### config.mk
export PLATFORM = sky130hd
export DESIGN_NAME = gdio_port
export DESIGN_NICKNAME = d
export VERILOG_FILES = /design/src/inc/gdio_pkg.sv /design/src/hdl/gdio_port.sv /design/src/hdl/gdio_sync.sv
export SDC_FILE = /design/constraint.sdc
export NUM_CORES = 1
export LEC_CHECK = 0
export BUFFER_PORTS_ARGS = -buffer_cell sky130_fd_sc_hd__buf_4
export CORE_MARGIN = 5
export CORE_UTILIZATION = 49
export CTS_BUF_LIST = sky130_fd_sc_hd__clkbuf_16
export CTS_CLUSTER_DIAMETER = 80
export CTS_CLUSTER_SIZE = 25
export DETAILED_ROUTE_END_ITERATION = 10
export MAX_ROUTING_LAYER = met4
export PLACE_DENSITY = 0.88
export SETUP_SLACK_MARGIN = 0.02
export SKIP_CTS_REPAIR_TIMING = 1
export SLEW_MARGIN = 25
export SYNTH_ARGS = -nofsm -noshare
export SYNTH_HDL_FRONTEND = slang
export SYNTH_HIERARCHICAL = 1
export SYNTH_SLANG_ARGS = --single-unit
### constraint.sdc
create_clock -name pclk -period 3.9 [get_ports pclk]
set_clock_uncertainty 0.2 [all_clocks]
set_input_delay 0.39 -clock pclk [delete_from_list [all_inputs] [get_ports pclk]]
set_output_delay 0.39 -clock pclk [all_outputs]
set_load 0.005 [all_outputs]
### src/inc/gdio_pkg.sv
// package: register map, reset values and bus carriers of the digital i/o port
package gdio_pkg;

   // ==========================================================
   // sizes
   localparam int GDIO_PINS   = 6;
   localparam int GDIO_AW     = 8;
   localparam int GDIO_DW     = 32;
   localparam int GDIO_STAGES = 2;

   // ==========================================================
   // register byte offsets
   localparam logic [7:0] GDIO_OFS_PINS  = 8'h00;
   localparam logic [7:0] GDIO_OFS_DIR   = 8'h04;
   localparam logic [7:0] GDIO_OFS_OUT   = 8'h08;
   localparam logic [7:0] GDIO_OFS_CTRL  = 8'h0c;
   localparam logic [7:0] GDIO_OFS_DSET  = 8'h10;
   localparam logic [7:0] GDIO_OFS_DCLR  = 8'h14;
   localparam logic [7:0] GDIO_OFS_OSET  = 8'h18;
   localparam logic [7:0] GDIO_OFS_OCLR  = 8'h1c;
   localparam logic [7:0] GDIO_OFS_DRIVE = 8'h20;
   localparam logic [7:0] GDIO_OFS_PULL  = 8'h24;

   // ==========================================================
   // fields and reset values
   localparam int         GDIO_CTRL_PUD_BIT = 0;
   localparam logic       GDIO_RST_PUD      = 1'b0;
   localparam logic [31:0] GDIO_RST_WORD    = 32'h0000_0000;

   // ==========================================================
   // register select decoded from the address
   typedef enum logic [3:0] {
      GDIO_SEL_PINS  = 4'b0000,
      GDIO_SEL_DIR   = 4'b0001,
      GDIO_SEL_OUT   = 4'b0010,
      GDIO_SEL_CTRL  = 4'b0011,
      GDIO_SEL_DSET  = 4'b0100,
      GDIO_SEL_DCLR  = 4'b0101,
      GDIO_SEL_OSET  = 4'b0110,
      GDIO_SEL_OCLR  = 4'b0111,
      GDIO_SEL_DRIVE = 4'b1000,
      GDIO_SEL_PULL  = 4'b1001,
      GDIO_SEL_NONE  = 4'b1111
   } gdio_sel_t;

   // ==========================================================
   // apb carriers
   typedef struct packed {
      logic        psel;
      logic        penable;
      logic        pwrite;
      logic [7:0]  paddr;
      logic [31:0] pwdata;
   } gdio_apb_req_t;

   typedef struct packed {
      logic [31:0] prdata;
      logic        pready;
      logic        pslverr;
   } gdio_apb_rsp_t;

endpackage

### src/hdl/gdio_port.sv
// general digital i/o port: apb register file, pad control and input sampling
//
// Summary of operation
// - ten registers: input pins, direction, output data, control, set/clear of direction and data, drive and pull status
// - input pins read only; data, direction read/write
// - writing one to input pins toggles data bit
// - global pull-up disable kills every pull-up
// - direction one means output, zero input
// - input with data one gets pull-up
// - all pins tri-stated while reset is active
// - output pin driven with its data bit
// - set/clear touch only the addressed pins
// - pull-up only for dir 0, data 1, enabled
// - alternate function leaves other pins as gpio
// - pad transitions reach input pins through synchroniser
// - written values read back through synchroniser
module gdio_port #(
   parameter int N = gdio_pkg::GDIO_PINS
) (
   input  wire logic                   pclk,
   input  wire logic                   presetn,
   input  wire gdio_pkg::gdio_apb_req_t apb_req,
   output gdio_pkg::gdio_apb_rsp_t     apb_rsp,
   input  wire logic [N-1:0]           pad_in,
   output logic [N-1:0]                pad_out,
   output logic [N-1:0]                pad_oe,
   output logic [N-1:0]                pad_pullup_en,
   input  wire logic [N-1:0]           af_sel,
   input  wire logic [N-1:0]           af_oe,
   input  wire logic [N-1:0]           af_out
);
   import gdio_pkg::*;

   // ==========================================================
   // declarations

   // register state, one bit per pin except the shared pull-up disable pud_q
   logic [N-1:0] dir_q;
   logic [N-1:0] dir_d;
   logic [N-1:0] out_q;
   logic [N-1:0] out_d;
   logic         pud_q;
   logic         pud_d;

   // bus side
   gdio_sel_t    sel;
   logic         setup;
   logic         wr_en;
   logic [N-1:0] wbits;
   logic [31:0]  rword;
   logic         rerr;
   logic [31:0]  prdata_q;
   logic         pslverr_q;

   // pad side
   logic [N-1:0] pin_sample;
   logic [N-1:0] gp_oe;
   logic [N-1:0] gp_pull;
   logic [N-1:0] eff_oe;
   logic [N-1:0] eff_out;
   logic [N-1:0] eff_pull;

   // ==========================================================
   // address decode

   // all eight bits of paddr are decoded; offsets off the map select nothing and error
   always_comb begin
      sel = GDIO_SEL_NONE;
      unique case (apb_req.paddr)
         GDIO_OFS_PINS:  sel = GDIO_SEL_PINS;
         GDIO_OFS_DIR:   sel = GDIO_SEL_DIR;
         GDIO_OFS_OUT:   sel = GDIO_SEL_OUT;
         GDIO_OFS_CTRL:  sel = GDIO_SEL_CTRL;
         GDIO_OFS_DSET:  sel = GDIO_SEL_DSET;
         GDIO_OFS_DCLR:  sel = GDIO_SEL_DCLR;
         GDIO_OFS_OSET:  sel = GDIO_SEL_OSET;
         GDIO_OFS_OCLR:  sel = GDIO_SEL_OCLR;
         GDIO_OFS_DRIVE: sel = GDIO_SEL_DRIVE;
         GDIO_OFS_PULL:  sel = GDIO_SEL_PULL;
         default:        sel = GDIO_SEL_NONE;
      endcase
   end

   // ==========================================================
   // apb handshake

   // the slave never stretches the access phase: pready is always high
   assign setup = apb_req.psel & ~apb_req.penable;
   assign wr_en = apb_req.psel & apb_req.penable & apb_req.pwrite
                  & (sel != GDIO_SEL_NONE);
   assign wbits = apb_req.pwdata[N-1:0];

   assign apb_rsp.pready  = 1'b1;
   assign apb_rsp.prdata  = prdata_q;
   assign apb_rsp.pslverr = pslverr_q;

   // ==========================================================
   // read mux

   // narrow registers sit in the low bits, the rest reads zero
   always_comb begin
      rword = GDIO_RST_WORD;
      rerr  = 1'b0;
      unique case (sel)
         GDIO_SEL_PINS:  rword[N-1:0] = pin_sample;
         GDIO_SEL_DIR:   rword[N-1:0] = dir_q;
         GDIO_SEL_OUT:   rword[N-1:0] = out_q;
         GDIO_SEL_CTRL:  rword[GDIO_CTRL_PUD_BIT] = pud_q;
         GDIO_SEL_DSET:  rword[N-1:0] = dir_q;
         GDIO_SEL_DCLR:  rword[N-1:0] = dir_q;
         GDIO_SEL_OSET:  rword[N-1:0] = out_q;
         GDIO_SEL_OCLR:  rword[N-1:0] = out_q;
         GDIO_SEL_DRIVE: rword[N-1:0] = eff_oe;
         GDIO_SEL_PULL:  rword[N-1:0] = eff_pull;
         GDIO_SEL_NONE:  rerr = 1'b1;
      endcase
   end

   // read data is captured in the setup cycle so prdata comes from a flop;
   // a pad edge landing during the access cycle shows on the next read
   always_ff @(posedge pclk or negedge presetn) begin
      if (!presetn) begin
         prdata_q  <= GDIO_RST_WORD;
         pslverr_q <= 1'b0;
      end else if (setup) begin
         prdata_q  <= apb_req.pwrite ? GDIO_RST_WORD : rword;
         pslverr_q <= rerr;
      end
   end

   // ==========================================================
   // direction register

   always_comb begin
      dir_d = dir_q;
      if (wr_en) begin
         unique case (sel)
            GDIO_SEL_DIR:  dir_d = wbits;
            GDIO_SEL_DSET: dir_d = dir_q | wbits;
            GDIO_SEL_DCLR: dir_d = dir_q & ~wbits;
            default:       dir_d = dir_q;
         endcase
      end
   end

   always_ff @(posedge pclk or negedge presetn) begin
      if (!presetn) begin
         dir_q <= '0;
      end else begin
         dir_q <= dir_d;
      end
   end

   // ==========================================================
   // output data register

   // the toggle ignores direction, so it also flips a pull-up on or off
   always_comb begin
      out_d = out_q;
      if (wr_en) begin
         unique case (sel)
            GDIO_SEL_OUT:  out_d = wbits;
            GDIO_SEL_PINS: out_d = out_q ^ wbits;
            GDIO_SEL_OSET: out_d = out_q | wbits;
            GDIO_SEL_OCLR: out_d = out_q & ~wbits;
            default:       out_d = out_q;
         endcase
      end
   end

   always_ff @(posedge pclk or negedge presetn) begin
      if (!presetn) begin
         out_q <= '0;
      end else begin
         out_q <= out_d;
      end
   end

   // ==========================================================
   // control register

   always_comb begin
      pud_d = pud_q;
      if (wr_en && sel == GDIO_SEL_CTRL) begin
         pud_d = apb_req.pwdata[GDIO_CTRL_PUD_BIT];
      end
   end

   always_ff @(posedge pclk or negedge presetn) begin
      if (!presetn) begin
         pud_q <= GDIO_RST_PUD;
      end else begin
         pud_q <= pud_d;
      end
   end

   // ==========================================================
   // pad control, one cell per pin

   // software alone must avoid glitching through 0b11 <-> 0b00 and
   // pull-up <-> low; the hardware applies each write as it comes
   for (genvar i = 0; i < N; i++) begin : g_pin
      // pin i is steered by its own bits and the shared pud_q
      assign gp_oe[i]   = dir_q[i];
      assign gp_pull[i] = ~dir_q[i] & out_q[i] & ~pud_q;

      // an alternate function takes only the pins it selects
      assign eff_oe[i]   = af_sel[i] ? af_oe[i]  : gp_oe[i];
      assign eff_out[i]  = af_sel[i] ? af_out[i] : out_q[i];
      assign eff_pull[i] = af_sel[i] ? 1'b0      : gp_pull[i];
   end

   // reset gates the pads directly so they float even with pclk stopped
   assign pad_oe        = eff_oe & {N{presetn}};
   assign pad_pullup_en = eff_pull & {N{presetn}};
   assign pad_out       = eff_out & {N{presetn}};

   // ==========================================================
   // input sampling

   // two flops replace the latch-plus-flop stage: a pad edge shows one to
   // two cycles later, a value software drives is seen two cycles after
   // the write, so software must wait two spare cycles before reading back
   gdio_sync #(
      .W        (N)
   ) u_sync (
      .clk      (pclk),
      .rst_n    (presetn),
      .async_in (pad_in),
      .sync_out (pin_sample)
   );

endmodule

### src/hdl/gdio_sync.sv
// two-stage synchroniser for the asynchronous pad inputs
module gdio_sync #(
   parameter int W = 1
) (
   input  wire logic         clk,
   input  wire logic         rst_n,
   input  wire logic [W-1:0] async_in,
   output logic [W-1:0]      sync_out
);
   import gdio_pkg::*;

   logic [W-1:0] meta_q;
   logic [W-1:0] sync_q;

   // ==========================================================
   // first stage feeds only the second
   always_ff @(posedge clk or negedge rst_n) begin
      if (!rst_n) begin
         meta_q <= '0;
         sync_q <= '0;
      end else begin
         meta_q <= async_in;
         sync_q <= meta_q;
      end
   end

   assign sync_out = sync_q;

endmodule

==> out/qor.txt <==
Final Max Slew Viols = 0
antenna viol nets, final = 0
Num Clock Sinks = 32
layout cells sized above 1 = 24.9%
post-route minimum period = 2710 ps
row count = 25
Synth-to-Final Area Change = 24.8%
EDFF count, synth = 0
Max Buffers Root-to-Sink = 2
Total GRT Usage = 21.2%
port buffer count = 67
Placed Area = 2750 um^2
total gr overflow = 0
Worst-path clk slew = 60 ps
Final Cycle Share = 69.5%
cell area power density = 312 nW/um^2
via count = 2,285
core box area = 4660 um^2
Worst slew margin = 55.0%
Root Driver = clkbuf_16
Placer Congestion = 0.867
initial antenna violation count = 0
R2R cell count = 5
Crit Path Class = in2out
CP endpoint = pad_pullup_en[3]
Critical R2R Launch = pud_q
worst slack, placed = 1570 ps
I/O pin count = 121
Crit. End Element = output pin
yosys warns = 6
status = finished, final reports clean
wire per inst = 16.0 um
Max IR drop VDD = 0.150 mV
number of global-route vias before repair = 2,131
# diodes = 0
unrepaired setup endpoints after global routing = false
Slew @ Worst Pin = 669 ps
TritonCTS buffer count = 5
DRC viols = 0
asr flop ratio synth = 100%
Syn Inst Count = 277
endpoints failing setup = 0
hold_sp = pad_in[4]
critical path launch point type = input port
Worst Setup SP = presetn
die area = 6240 um^2
most frequent cells in the layout = 68 x buf_4, 32 x dfrtp_1, 31 x nor2_1, 27 x conb_1, 26 x o21ai_0
Vias/cell = 5.77
post-synthesis sequential area ratio = 34.3%
iteration count of the initial detailed-routing pass = 5
worst hold path class = in2reg
r2r endpoint = prdata_q[1]
area of the multi-input gates = 1320 um^2
clock latency on the worst-skew pair = 280 ps
fill count = 390
Seq cells post-synth = 32
Syn Std Cell Area = 2330 um^2
Final HPWL DP = 4830 um
critical path data required time = 3310 ps
first-pass GRT wire length = 10,200 um
Distinct cells, synth = 41
register area = 801 um^2
CTS tree = yes
die width = 79.0 um
Initial DRC Count = 495
Pleak = 1.41 nW
FMAX = 369 MHz
final instance area = 2910 um^2
Initial Utilization = 50.1%
setup TNS = 0 ps
final core occ = 62.5%
commonest non-fill, non-tap cell in the layout = buf_4
flop-to-flop setup slack = 2250 ps
pin count of the biggest net entering global routing = 46
die height = 79.0 um
Routed WL = 6320 um
# nets final = 422
MaxCap Viol Count = 0
Post-synth top flop = dfrtp_1
CTS H-tree depth = 2
PnR worst setup slack = 1190 ps
Mean Syn Cell Area = 8.43 um^2
Critical Path Fanout Max = 45
critical path arrival = 2120 ps
Final Hold Viols = 0
cells in the mapped netlist, types with 2 or more instances:
cell,n,area [um^2]
o211ai_1,2,15.0
nor2_1,31,116
a22oi_1,3,22.5
mux2i_1,11,110
nand4_1,3,18.8
a32oi_1,4,35.0
nand2b_1,5,31.3
o22a_2,2,20.0
a21oi_1,21,105
a22o_1,4,35.0
nor4_1,7,43.8
nand3_1,6,30.0
conb_1,2,7.51
nor2b_1,13,81.3
clkbuf_1,4,15.0
o21ai_0,26,130
inv_1,15,56.3
nor3_1,4,20.0
buf_1,2,7.51
ha_1,12,150
o31ai_1,4,30.0
o221ai_1,2,17.5
dfrtp_1,32,801
a21o_1,2,15.0
buf_4,30,225
nand2_1,15,56.3
flip-flops by register name, indices dropped and copies added, names as in the netlist:
register,cells
pud_q,1
out_q,6
u_sync/sync_out,6
u_sync/meta_q,6
dir_q,6
prdata_q,6
pslverr_q,1
through the flow:
stage                     power (W)  instances  hold WS, ps
after global routing       0.000953        396         10.2
after CTS                  0.000912        395         -106
after global placement     0.000520        387          133
after detailed placement   0.000526        387          137
final                      0.000908        396         15.2
after floorplan            0.000466        302         -106
layer usage:
| layer | part of all wire, % | vias up | GRT usage [%] |
|---|---|---|---|
| li1 | - | 1057 | - |
| met1 | 37 | 1079 | 25.6 |
| met2 | 52 | 135 | 35.6 |
| met3 | 9.8 | 14 | 3.74 |
| met4 | 1.7 | 0 | 7.73 |
| met5 | 0 | - | - |
area by class of cell:
cell class                      count  share of cell area [%]
Clock buffer                        5                    4.30
Clock inverter                      3                   0.816
Inverter                           15                    1.93
Multi-Input combinational cell    218                    45.3
Sequential cell                    32                    27.5
Tap cell                           54                    2.32
Timing Repair Buffer               69                    17.9
critical path, stage by stage:
cell           delay [ps]
dlygate4sd3_1         520
buf_4                 430
nand2b_1              280
nor4_1                310
buf_4                 180
cell families after synthesis:
logic type,Yosys count,share of synthesized area [%]
DFF,32,34.3
AOI/OAI and AO/OA,77,21.2
and+or+nand+nor,90,19.3
other,2,0.322
adders and majority gates,12,6.43
muxes,12,5.20
buffers and inverters,52,13.2
worst min-delay path by stage:
stage | depth (start not counted) | end
4_1_cts | 1 | prdata_q[2]
6_report | 1 | u_sync/meta_q[4]
5_1_grt | 1 | u_sync/meta_q[1]
3_5_place_dp | 0 | u_sync/sync_out[2]
3_3_place_gp | 0 | u_sync/sync_out[4]
2_1_floorplan | 0 | dir_q[0]
where the power goes:
group	switching (W)	internal, W
registers	0.0000129	0.000347
logic	0.0000898	0.0000745
clock network	0.000148	0.000237
total	0.000250	0.000658
No activity file was read; power rests on OpenSTA's default activity.
